==> src/rtl/ccm_pkg.sv <==
// Purpose: shared constants for the clock monitor and dual clock comparators
// Assumes: all monitored clocks arrive as pins sampled by the 50 MHz system clock
// Notes: source codes and keys are the documented encodings
// ==========================================================================
// clock monitor package
package ccm_pkg;
	// system clock rate
	localparam int unsigned CCM_SYS_HZ = 50000000;
	// default seed width and detector window length (in internal osc edges)
	localparam int unsigned CCM_SEED_W = 16;
	localparam int unsigned CCM_DET_WIN = 16;
	localparam int unsigned CCM_DET_CW = 8;
	// valid window factor: f_int/4 < f_osc < f_int*4
	localparam int unsigned CCM_WIN_FACTOR = 4;
	// sampled-clock vector positions
	localparam int unsigned CCM_NSRC = 10;
	localparam logic [3:0] SRC_OSC = 4'h0;
	localparam logic [3:0] SRC_HF = 4'h1;
	localparam logic [3:0] SRC_LF = 4'h2;
	localparam logic [3:0] SRC_TCK = 4'h3;
	localparam logic [3:0] SRC_PLL = 4'h4;
	localparam logic [3:0] SRC_EXT1 = 4'h5;
	localparam logic [3:0] SRC_EXT2 = 4'h6;
	localparam logic [3:0] SRC_PER = 4'h7;
	localparam logic [3:0] SRC_TM1 = 4'h8;
	localparam logic [3:0] SRC_TM2 = 4'h9;
	localparam logic [3:0] SRC_NONE = 4'hF;
	// source field and key encodings
	localparam logic [3:0] KEY_ENABLE = 4'hA;
	localparam logic [3:0] C0_SEL_HF = 4'h5;
	localparam logic [3:0] C0_SEL_TCK = 4'hA;
	localparam logic [3:0] C1_SEL_PLL = 4'h0;
	localparam logic [3:0] C1_SEL_LF = 4'h2;
	localparam logic [3:0] C1_SEL_HF = 4'h3;
	localparam logic [3:0] C1_SEL_EXT1 = 4'h5;
	localparam logic [3:0] C1_SEL_EXT2 = 4'h6;
	localparam logic [3:0] C1_SEL_PER_LO = 4'h8;
	// comparator states
	typedef enum logic [1:0] {
		CCM_IDLE = 2'b00,
		CCM_RUN = 2'b01,
		CCM_DONE = 2'b10,
		CCM_ERR = 2'b11
	} ccm_state_t;
endpackage : ccm_pkg

==> src/rtl/ccm_dcc.sv <==
// Purpose: one dual clock comparator: reference window versus clock under test
// Assumes: ref_tick_i and test_tick_i are one-cycle pulses, one per source rising edge
// Notes: an error freezes both counters until reload, and is held until clear or reload
`timescale 1ns/1ps
`default_nettype none
module ccm_dcc
	import ccm_pkg::*;
#(
	parameter int unsigned SEED_W = CCM_SEED_W
) (
	input wire logic mclk_i, // system clock
	input wire logic rst_n_i, // async reset, active low
	input wire logic start_i, // load seeds and start, pulse
	input wire logic clr_i, // clear error, pulse
	input wire logic [SEED_W-1:0] seed0_i, // reference count seed
	input wire logic [SEED_W-1:0] seed1_i, // test count seed
	input wire logic ref_tick_i, // reference edge pulse
	input wire logic test_tick_i, // test clock edge pulse
	output logic win_o, // counting window open
	output logic pulse_o, // counter 1 reached zero
	output logic err_o // mismatch error
);
	// ==========================================================================
	// counters and state
	ccm_state_t state_q, state_d;
	logic [SEED_W-1:0] cnt0_q, cnt0_d, cnt1_q, cnt1_d;
	logic win_q, win_d, pulse_q, pulse_d, err_q, err_d;

	// next-state computation
	always_comb begin
		state_d = state_q;
		cnt0_d = cnt0_q;
		cnt1_d = cnt1_q;
		pulse_d = 1'b0;
		err_d = err_q;
		if (start_i) begin
			// both counters load together and start together
			cnt0_d = seed0_i;
			cnt1_d = seed1_i;
			err_d = 1'b0; // reload clears error
			state_d = CCM_RUN;
		end else begin
			case (state_q)
				CCM_RUN: begin
					if (test_tick_i && cnt1_q != '0) begin
						cnt1_d = cnt1_q - 1'b1;
						pulse_d = (cnt1_q == SEED_W'(1)); // one-cycle pulse
					end
					if (ref_tick_i && cnt0_q != '0) begin
						cnt0_d = cnt0_q - 1'b1;
					end
					// window ends when counter 0 has counted its pulses
					if (cnt0_d == '0) begin
						if (cnt1_d != '0) begin
							state_d = CCM_ERR;
							err_d = 1'b1;
						end else begin
							state_d = CCM_DONE;
						end
					end
				end
				CCM_ERR: begin
					// counters frozen, error held
					if (clr_i) begin
						err_d = 1'b0;
						state_d = CCM_IDLE;
					end
				end
				default: begin
					if (clr_i) begin
						state_d = CCM_IDLE;
					end
				end
			endcase
		end
		win_d = (state_d == CCM_RUN);
	end

	// registers
	always_ff @(posedge mclk_i or negedge rst_n_i) begin
		if (!rst_n_i) begin
			state_q <= CCM_IDLE;
			cnt0_q <= '0;
			cnt1_q <= '0;
			win_q <= 1'b0;
			pulse_q <= 1'b0;
			err_q <= 1'b0;
		end else begin
			state_q <= state_d;
			cnt0_q <= cnt0_d;
			cnt1_q <= cnt1_d;
			win_q <= win_d;
			pulse_q <= pulse_d;
			err_q <= err_d;
		end
	end

	assign win_o = win_q;
	assign pulse_o = pulse_q;
	assign err_o = err_q;
endmodule : ccm_dcc
`default_nettype wire

==> src/rtl/ccm_top.sv <==
// Purpose: oscillator failure detector plus two dual clock comparators
// Assumes: monitored clocks are pins well below half the system clock rate
// Notes: clock switching is signalled by limp_mode_o, the mux sits outside
// ==========================================================================
// Overview of operation
// - oscillator leaving its valid window sets the fail flag, status bit 0
// - on failure, domains fed by the oscillator switch to internal high-freq osc
// - oscillator valid only when strictly between quarter and four times internal osc
// - two down-counters, reference and test clock, load seeds and start together
// - counter 0 makes the counting window after its programmed reference pulses
// - counter 1 emits a one-cycle pulse after its programmed test pulses
// - error when counter 1 has not reached zero before the window ends
// - a mismatch drives an error signal used as a cpu interrupt request
// - comparator 1 counter 0: 0x5 internal high-freq, 0xA test clock, else oscillator
// - comparator 1 counter 1: keyed source map, timer channel 31 without key
// - comparator 2 counter 0: 0xA test clock, else oscillator
// - comparator 2 counter 1: timer channel 0 without key, 0x8-0xF peripheral clock
`timescale 1ns/1ps
`default_nettype none
module ccm_top
	import ccm_pkg::*;
#(
	parameter int unsigned SEED_W = CCM_SEED_W,
	parameter int unsigned DET_WIN = CCM_DET_WIN
) (
	input wire logic mclk_i, // system clock 50 MHz
	input wire logic rst_n_i, // async reset, active low
	input wire logic osc_in_clock_i, // external oscillator pin
	input wire logic high_freq_internal_osc_i, // internal high-freq osc
	input wire logic low_freq_internal_osc_i, // internal low-freq osc
	input wire logic tck_i, // test clock
	input wire logic pll_free_i, // free-running pll output
	input wire logic external_clock_input_1_i, // external clock 1
	input wire logic external_clock_input_2_i, // external clock 2
	input wire logic peripheral_clock_i, // peripheral clock
	input wire logic timer1_channel_31_i, // timer 1 channel 31
	input wire logic timer2_channel_0_i, // timer 2 channel 0
	input wire logic oscillator_fail_flag_clr_i, // clear fail flag, pulse
	input wire logic [3:0] dcc1_src0_i, // comparator 1 counter 0 source
	input wire logic [3:0] dcc1_key_i, // comparator 1 counter 1 key
	input wire logic [3:0] dcc1_src1_i, // comparator 1 counter 1 source
	input wire logic [SEED_W-1:0] dcc1_seed0_i, // comparator 1 seed 0
	input wire logic [SEED_W-1:0] dcc1_seed1_i, // comparator 1 seed 1
	input wire logic dcc1_start_i, // comparator 1 load and start
	input wire logic dcc1_clr_i, // comparator 1 clear error
	input wire logic [3:0] dcc2_src0_i, // comparator 2 counter 0 source
	input wire logic [3:0] dcc2_key_i, // comparator 2 counter 1 key
	input wire logic [3:0] dcc2_src1_i, // comparator 2 counter 1 source
	input wire logic [SEED_W-1:0] dcc2_seed0_i, // comparator 2 seed 0
	input wire logic [SEED_W-1:0] dcc2_seed1_i, // comparator 2 seed 1
	input wire logic dcc2_start_i, // comparator 2 load and start
	input wire logic dcc2_clr_i, // comparator 2 clear error
	output logic oscillator_fail_flag_o, // status bit 0, sticky
	output logic limp_mode_o, // oscillator domains on internal osc
	output logic dcc1_win_o, // comparator 1 window open
	output logic dcc1_pulse_o, // comparator 1 counter 1 done
	output logic dcc1_err_o, // comparator 1 error
	output logic dcc2_win_o, // comparator 2 window open
	output logic dcc2_pulse_o, // comparator 2 counter 1 done
	output logic dcc2_err_o, // comparator 2 error
	output logic dcc_irq_o // error interrupt to cpu
);
	// ==========================================================================
	// pin synchronisers and edge detection
	logic [CCM_NSRC-1:0] pins, sync1_q, sync2_q, sync3_q, tick;

	assign pins = {timer2_channel_0_i, timer1_channel_31_i, peripheral_clock_i,
		external_clock_input_2_i, external_clock_input_1_i, pll_free_i, tck_i,
		low_freq_internal_osc_i, high_freq_internal_osc_i, osc_in_clock_i};

	// two-flop sync, third flop only for edge detect
	always_ff @(posedge mclk_i or negedge rst_n_i) begin
		if (!rst_n_i) begin
			sync1_q <= '0;
			sync2_q <= '0;
			sync3_q <= '0;
		end else begin
			sync1_q <= pins;
			sync2_q <= sync1_q;
			sync3_q <= sync2_q;
		end
	end

	assign tick = sync2_q & ~sync3_q;

	// ==========================================================================
	// source decoding
	function automatic logic [3:0] sel_c0(input logic [3:0] f, input logic hf_ok);
		if (hf_ok && f == C0_SEL_HF) begin
			sel_c0 = SRC_HF;
		end else if (f == C0_SEL_TCK) begin
			sel_c0 = SRC_TCK;
		end else begin
			sel_c0 = SRC_OSC;
		end
	endfunction : sel_c0

	function automatic logic [3:0] sel_c1(input logic [3:0] key, input logic [3:0] f,
		input logic first);
		if (key != KEY_ENABLE) begin
			sel_c1 = first ? SRC_TM1 : SRC_TM2;
		end else if (f >= C1_SEL_PER_LO) begin
			sel_c1 = SRC_PER;
		end else if (!first) begin
			sel_c1 = SRC_NONE; // reserved
		end else if (f == C1_SEL_PLL) begin
			sel_c1 = SRC_PLL;
		end else if (f == C1_SEL_LF) begin
			sel_c1 = SRC_LF;
		end else if (f == C1_SEL_HF) begin
			sel_c1 = SRC_HF;
		end else if (f == C1_SEL_EXT1) begin
			sel_c1 = SRC_EXT1;
		end else if (f == C1_SEL_EXT2) begin
			sel_c1 = SRC_EXT2;
		end else begin
			sel_c1 = SRC_NONE; // reserved codes never tick
		end
	endfunction : sel_c1

	function automatic logic pick(input logic [CCM_NSRC-1:0] t, input logic [3:0] s);
		pick = (s < 4'(CCM_NSRC)) ? t[s] : 1'b0;
	endfunction : pick

	logic d1_ref, d1_test, d2_ref, d2_test;

	assign d1_ref = pick(tick, sel_c0(dcc1_src0_i, 1'b1));
	assign d1_test = pick(tick, sel_c1(dcc1_key_i, dcc1_src1_i, 1'b1));
	assign d2_ref = pick(tick, sel_c0(dcc2_src0_i, 1'b0));
	assign d2_test = pick(tick, sel_c1(dcc2_key_i, dcc2_src1_i, 1'b0));

	// ==========================================================================
	// comparators
	ccm_dcc #(.SEED_W(SEED_W)) u_dcc1 (
		.mclk_i(mclk_i),
		.rst_n_i(rst_n_i),
		.start_i(dcc1_start_i),
		.clr_i(dcc1_clr_i),
		.seed0_i(dcc1_seed0_i),
		.seed1_i(dcc1_seed1_i),
		.ref_tick_i(d1_ref),
		.test_tick_i(d1_test),
		.win_o(dcc1_win_o),
		.pulse_o(dcc1_pulse_o),
		.err_o(dcc1_err_o)
	);

	ccm_dcc #(.SEED_W(SEED_W)) u_dcc2 (
		.mclk_i(mclk_i),
		.rst_n_i(rst_n_i),
		.start_i(dcc2_start_i),
		.clr_i(dcc2_clr_i),
		.seed0_i(dcc2_seed0_i),
		.seed1_i(dcc2_seed1_i),
		.ref_tick_i(d2_ref),
		.test_tick_i(d2_test),
		.win_o(dcc2_win_o),
		.pulse_o(dcc2_pulse_o),
		.err_o(dcc2_err_o)
	);

	// ==========================================================================
	// oscillator failure detector and interrupt
	logic [CCM_DET_CW-1:0] win_cnt_q, win_cnt_d, osc_cnt_q, osc_cnt_d;
	logic fail_q, fail_d, limp_q, limp_d, irq_q, irq_d;
	logic win_end, osc_bad;

	assign win_end = tick[SRC_HF] && (win_cnt_q == CCM_DET_CW'(DET_WIN - 1));
	// strict window on edge counts over DET_WIN internal edges
	assign osc_bad = (CCM_DET_CW'(CCM_WIN_FACTOR) * osc_cnt_q <= CCM_DET_CW'(DET_WIN))
		|| (osc_cnt_q >= CCM_DET_CW'(DET_WIN * CCM_WIN_FACTOR));

	// next-state for detector
	always_comb begin
		win_cnt_d = win_cnt_q;
		osc_cnt_d = osc_cnt_q;
		if (tick[SRC_OSC] && osc_cnt_q != '1) begin
			osc_cnt_d = osc_cnt_q + 1'b1;
		end
		if (win_end) begin
			win_cnt_d = '0;
			osc_cnt_d = '0;
		end else if (tick[SRC_HF]) begin
			win_cnt_d = win_cnt_q + 1'b1;
		end
		// software clear loses to a new failure; stays after recovery
		fail_d = (fail_q && !oscillator_fail_flag_clr_i) || (win_end && osc_bad);
		limp_d = fail_d; // move oscillator domains to internal osc
		irq_d = dcc1_err_o || dcc2_err_o;
	end

	// detector registers
	always_ff @(posedge mclk_i or negedge rst_n_i) begin
		if (!rst_n_i) begin
			win_cnt_q <= '0;
			osc_cnt_q <= '0;
			fail_q <= 1'b0;
			limp_q <= 1'b0;
			irq_q <= 1'b0;
		end else begin
			win_cnt_q <= win_cnt_d;
			osc_cnt_q <= osc_cnt_d;
			fail_q <= fail_d;
			limp_q <= limp_d;
			irq_q <= irq_d;
		end
	end

	assign oscillator_fail_flag_o = fail_q;
	assign limp_mode_o = limp_q;
	assign dcc_irq_o = irq_q;
endmodule : ccm_top
`default_nettype wire

==> config.mk <==
export PLATFORM = sky130hd
export DESIGN_NAME = ccm_top
export DESIGN_NICKNAME = d
export VERILOG_FILES = /design/src/rtl/ccm_pkg.sv /design/src/rtl/ccm_dcc.sv /design/src/rtl/ccm_top.sv
export SDC_FILE = /design/constraint.sdc
export NUM_CORES = 1
export LEC_CHECK = 0
export BUFFER_PORTS_ARGS = -buffer_cell sky130_fd_sc_hd__buf_4
export CORE_MARGIN = 3
export CORE_UTILIZATION = 55
export DETAILED_ROUTE_END_ITERATION = 12
export PLACE_DENSITY_LB_ADDON = 0.2
export SYNTH_ARGS = -nofsm -noshare
export SYNTH_HDL_FRONTEND = slang
export SYNTH_SLANG_ARGS = --single-unit
==> constraint.sdc <==
create_clock -name mclk_i -period 4.5 [get_ports mclk_i]
set_input_delay 0.225 -clock mclk_i [delete_from_list [all_inputs] [get_ports mclk_i]]
set_output_delay 0.225 -clock mclk_i [all_outputs]
set_load 0.01 [all_outputs]
* Word-level counts from Yosys, hierarchy flattened
Cells that the tools add are included.
** Cells by class
- Bitwise logic cells :: 2
- $lt $le $gt $ge :: 12
- Reduce and logical (&&, ||, !) cells :: 29
- Add/subtract/negate cells :: 6
- Equality and inequality tests :: 25
- Mux-type cells :: 74
** Operator list (number)
- $mux W16 :: 20
- $reduce_bool A16 Y1 :: 6
- $sub A16 B1 Y16 const B :: 4
- $mux W4 :: 9
- $eq A16 B1 Y1 const B :: 2
- $logic_not A16 Y1 :: 2
- $mux W8 :: 4
- $mux W1 :: 24
- $mux W2 :: 11
- $lt A4 B5 Y1 const B :: 4
- $add A8 B1 Y8 const B :: 2
- $bmux W1 S4 :: 4
- $lt A4 B4 Y1 const B :: 4
- $eq A4 B3 Y1 const B :: 3
- $ne A3 B2 Y1 const B :: 4
- $and A10 B10 Y10 :: 1
- $not A10 Y10 :: 1
- $eq A2 B1 Y1 const B :: 4
- $eq A4 B2 Y1 const B :: 2
- $eq A4 B4 Y1 const B :: 2
- $eq A8 B4 Y1 const B :: 1
- $ge A4 B4 Y1 const B :: 2
- $ge A8 B7 Y1 const B :: 1
- $le A8 B5 Y1 const B :: 1
- other kinds (12) :: 30
** Storage, ports and cells
- Bits of input ports :: 105
- Register bits after elaboration :: 122

* Longest topological paths before layout
- Word-level depth :: 21
- Mapped depth :: 12
- Depth with buffers taken out :: 11

* Cells and area by module
A second synthesis with hierarchy kept.
** Second synthesis, totals
- Cell total of the unflattened synthesis :: 748
- Area total of the unflattened synthesis :: 6802.8 sq um
** By module, submodules not included
- ccm_dcc :: area an instance 2452.4 sq um, cells an instance 297, times used 2
- ccm_top :: area an instance 1898.1 sq um, cells an instance 154, times used 1

* Worst setup path before layout
OpenSTA, ideal clock, no wires.
- Kind :: register to register
- Start :: reg u_dcc2.cnt1_q[11]
- End :: reg u_dcc2.state_q[0]
- Cell stages (with the launch flop) :: 10
- Path slack :: 1405 ps
- Data required time :: 4380 ps
- Period minus slack after synthesis :: 3095 ps
- Setup time :: 120 ps
- Buffers on the path :: 0
- Arrival :: 2975 ps
- Cells stage by stage :: dfrtp_1 > or4_1 > or4_1 > o31ai_1 > mux2i_1 > nand4b_1 > nor4_1 > nand2_1 > or3b_1 > a31o_1
** Between the ends
- Cells in the longest elaborated chain, start to end :: 10
- Elaborated cells on any way between the ends :: 11
** RTL lines
- start: declaration :: line ccm_dcc.sv:26 : logic [SEED_W-1:0] cnt0_q, cnt0_d, cnt1_q, cnt1_d;
- start signal: assignment :: line ccm_dcc.sv:91 : cnt1_q <= cnt1_d;
- parallel branches: the longest is 2 deep, another holds $sub A16 B1 Y16
- $mux W16 (*) :: line ccm_dcc.sv:45 : if (test_tick_i && cnt1_q != '0) begin
- $mux W16 (*) :: line ccm_dcc.sv:43 : case (state_q)
- $mux W16 (*) :: line ccm_dcc.sv:36 : if (start_i) begin
- $reduce_bool A16 Y1 (*) :: line ccm_dcc.sv:54 : if (cnt1_d != '0) begin
- $mux W1 (*) :: line ccm_dcc.sv:54
- $mux W2 (*) :: line ccm_dcc.sv:53 : if (cnt0_d == '0) begin
- $mux W2 (*)
- $mux W2 (*) :: line ccm_dcc.sv:36
- via u_dcc2.state_d[0] :: line ccm_dcc.sv:25 : ccm_state_t state_q, state_d;
- end signal: assignment :: line ccm_dcc.sv:89 : state_q <= state_d;
- end: declaration :: line ccm_dcc.sv:25
Mark *: on every way through the listed nets, which the timed path passes. The select of a mux whose other input is x is not followed.
A chain may end at the register's enable or synchronous reset.

* Worst setup path after layout
Ends and elaborated chain as after synthesis.

==> impl_metrics.json <==
{
  "fmax_mhz": 295,
  "clock_latency_ps": 410,
  "maxSlewHeadroom_pct": 43.6,
  "drc_errors": 0,
  "die_x_um": 116,
  "hold_violations": 0,
  "root_buffer": "clkbuf_16",
  "hold_ws_ps": 15.7,
  "synthTopCellsByArea": "dfrtp_1 (46%), xnor2_1 (5.9%), o21ai_0 (5.6%)",
  "cts_resized": 0,
  "initial_core_util_pct": 57.5,
  "via_count": 5547,
  "layout-drive-gt1-share_pct": 20.3,
  "num_rows": 39,
  "die_area_um2": 13500,
  "ys_ff_latch": 122,
  "drt_first_pass_iters": 5,
  "syn_avg_cell_area_um2": 9.32,
  "place_congestion": 0.876,
  "skew_ps": 5.89,
  "io_pins": 114,
  "ys_async_sr_fraction_pct": 100,
  "via_per_inst": 5.64,
  "hold_path.class": "in -> reg",
  "status": "finished clean",
  "synth_top_cell_area_share_pct": 45.8,
  "syn_inst": 716,
  "mappedNetlistArea_um2": 6670,
  "p_leak_nw": 3.59,
  "worstPathMaxFanout": 5,
  "finalSetupViolCount": 0,
  "yosysWarnings": 0,
  "powerDensity_nw_per_um2": 396,
  "fillers": 868,
  "syn_nets": 830,
  "synth_ff_type": "dfrtp_1",
  "grt_pass1_wl_um": 25700,
  "overflow": 0,
  "synth_top_area_cell": "dfrtp_1",
  "ys_seq_area_share_pct": 45.8,
  "core_um2": 11600,
  "ys_types": 72,
  "grt_setup_unrepaired": "false",
  "worst-slew-pin-transition_ps": 844,
  "final_max_slew_viol_count": 0,
  "wire_per_inst_um": 15.7,
  "synth_common_cells": "dfrtp_1 (122), nand2_1 (97), o21ai_0 (75), nor2_1 (57), xnor2_1 (45)",
  "antenna_cells": 0,
  "min_period_ps": 3390,
  "cts_buffers": 17,
  "cp.required_ps": 4800,
  "grt_pass1_vias": 5474,
  "synth_edf_count": 0,
  "hpwl_um": 10800,
  "synth_most_common_cell": "dfrtp_1",
  "cts.sinks": 122,
  "ctsHtreeMaxLevel": 4,
  "die_y_um": 116,
  "finalCritPeriodShare_pct": 75.4,
  "area.growth.synth_to_final_pct": 25.0,
  "cts_tree": "built",
  "clock_path_buffers": 2,
  "routed_wl_um": 15500,
  "grt_max_degree": 73,
  "cts_setup_buffers": 0,
  "end_kind": "flop",
  "antenna_found_initial": 0,
  "portBuffers": 110,
  "cap_violations": 0,
  "drtAntennaViolNets": 0,
  "clk_transition_reported_paths_ps": 50,
  "path_class": "reg -> reg",
  "ir_drop_v": 0.000257,
  "fin_nets": 942,
  "setup_tns_ps": 0,
  "critPathLaunchType": "flop",
  "cts.hold.buffers_added": 12,
  "critPathArrivalTime_ps": 3690,
  "grt_usage_pct": 24.3,
  "drtIter0Drc": 438
}
[cell usage in the layout (no fill, tap or decap), drive strengths merged, types with 4 or more instances in the layout]
| cell type | netlist | final |
|---|---|---|
| nor4bb | 4 | 4 |
| nor4b | 4 | 4 |
| o211ai | 4 | 4 |
| nor3 | 29 | 29 |
| xor2 | 27 | 27 |
| dfrtp | 122 | 122 |
| o21ai | 75 | 75 |
| bufinv | 0 | 4 |
| nand2b | 14 | 14 |
| ha | 9 | 9 |
| mux2i | 8 | 8 |
| nor2 | 57 | 57 |
| clkbuf | 28 | 25 |
| inv | 22 | 22 |
| nand3 | 12 | 12 |
| or2 | 7 | 7 |
| xnor2 | 45 | 45 |
| nor2b | 8 | 8 |
| nor4 | 14 | 14 |
| o31ai | 6 | 6 |
| nand4 | 6 | 6 |
| nand3b | 6 | 6 |
| nand2 | 97 | 97 |
| nor3b | 4 | 4 |
| dlygate4sd3 | 0 | 12 |
| a2111oi | 5 | 5 |
| or3 | 15 | 15 |
| and3 | 10 | 10 |
| a21oi | 10 | 10 |
| a21o | 6 | 6 |
| or4 | 10 | 10 |
| buf | 4 | 113 |
[sequential cells by signal, indices dropped and copies added, names as in the netlist, 8 cells and up]
register       count
u_dcc2.cnt0_q     16
u_dcc1.cnt1_q     16
u_dcc1.cnt0_q     16
osc_cnt_q          8
u_dcc2.cnt1_q     16
sync1_q           10
win_cnt_q          8
sync2_q           10
sync3_q           10
[cell type report]
cell class	count	area (um2)	area share [%]
Clock buffer	25	505	6.06
Inverter	22	82.6	0.990
Sequential cell	122	3050	36.6
Tap cell	143	179	2.15
Timing Repair Buffer	125	968	11.6
Multi-Input combinational cell	540	3410	41.0
Clock inverter	7	135	1.62
[metrics by stage]
| stage | area [um2] | util [%] | power [mW] | worst slack, ps | std cells |
|---|---|---|---|---|---|
| after detailed placement | 7570 | 65.2 | 1.84 | 1140 | 940 |
| after global routing | 8340 | 71.8 | 3.47 | 826 | 984 |
| after global placement | 7570 | 65.2 | 1.81 | 1200 | 940 |
| after CTS | 8330 | 71.8 | 3.32 | 1130 | 984 |
| after floorplan | 6670 | - | 1.65 | 1410 | 716 |
| final | 8340 | 71.8 | 3.30 | 1110 | 984 |
[worst max-delay path, stage by stage, from the launching register on]
cell	delay [ps]
dfrtp_1	420
or4_1	540
or4_1	540
o31ai_1	420
mux2i_1	250
nand4b_1	110
nor4_1	260
nand2_1	150
or3b_1	390
a31o_1	210
[routing by layer]
metal  wire [um]  global-route usage (%)  up-vias
met3         754                    6.17       28
li1            -                       -     2745
met2        7810                    41.0      144
met1        6580                    29.7     2630
met5           0                       0        -
met4         311                    10.4        0
[where the power goes]
part / total [mW] / internal, mW / switching (mW) / leakage [nW]
sequential: 1.35 / 1.21 / 0.141 / 1.48
clock: 1.46 / 0.997 / 0.461 / 0.317
combinational: 0.488 / 0.240 / 0.247 / 1.79
total: 3.30 / 2.45 / 0.850 / 3.59
[logic make-up after synthesis]
family,synth area share [%]
buf+inv,3.15
xor+xnor,9.45
flops,45.8
compound gates,13.8
fa+ha+maj,1.69
simple gates,24.8
mux,1.37
[worst paths after layout]
path	end	cells after the start	slack [ps]	startpoint
worst max-delay path	u_dcc2.state_q[0]	9	1110	u_dcc2.cnt1_q[11]
worst min-delay path	u_dcc2.cnt1_q[14]	3	20	dcc2_seed1_i[14]
worst max register to register	u_dcc2.state_q[0]	9	1110	u_dcc2.cnt1_q[11]
worst min register to register	sync2_q[7]	0	340	sync1_q[7]
max in group asynchronous	win_cnt_q[2]	3	3110	rst_n_i
min in group asynchronous	u_dcc2.cnt0_q[4]	2	420	rst_n_i
Power figures use the tool's default switching activity.
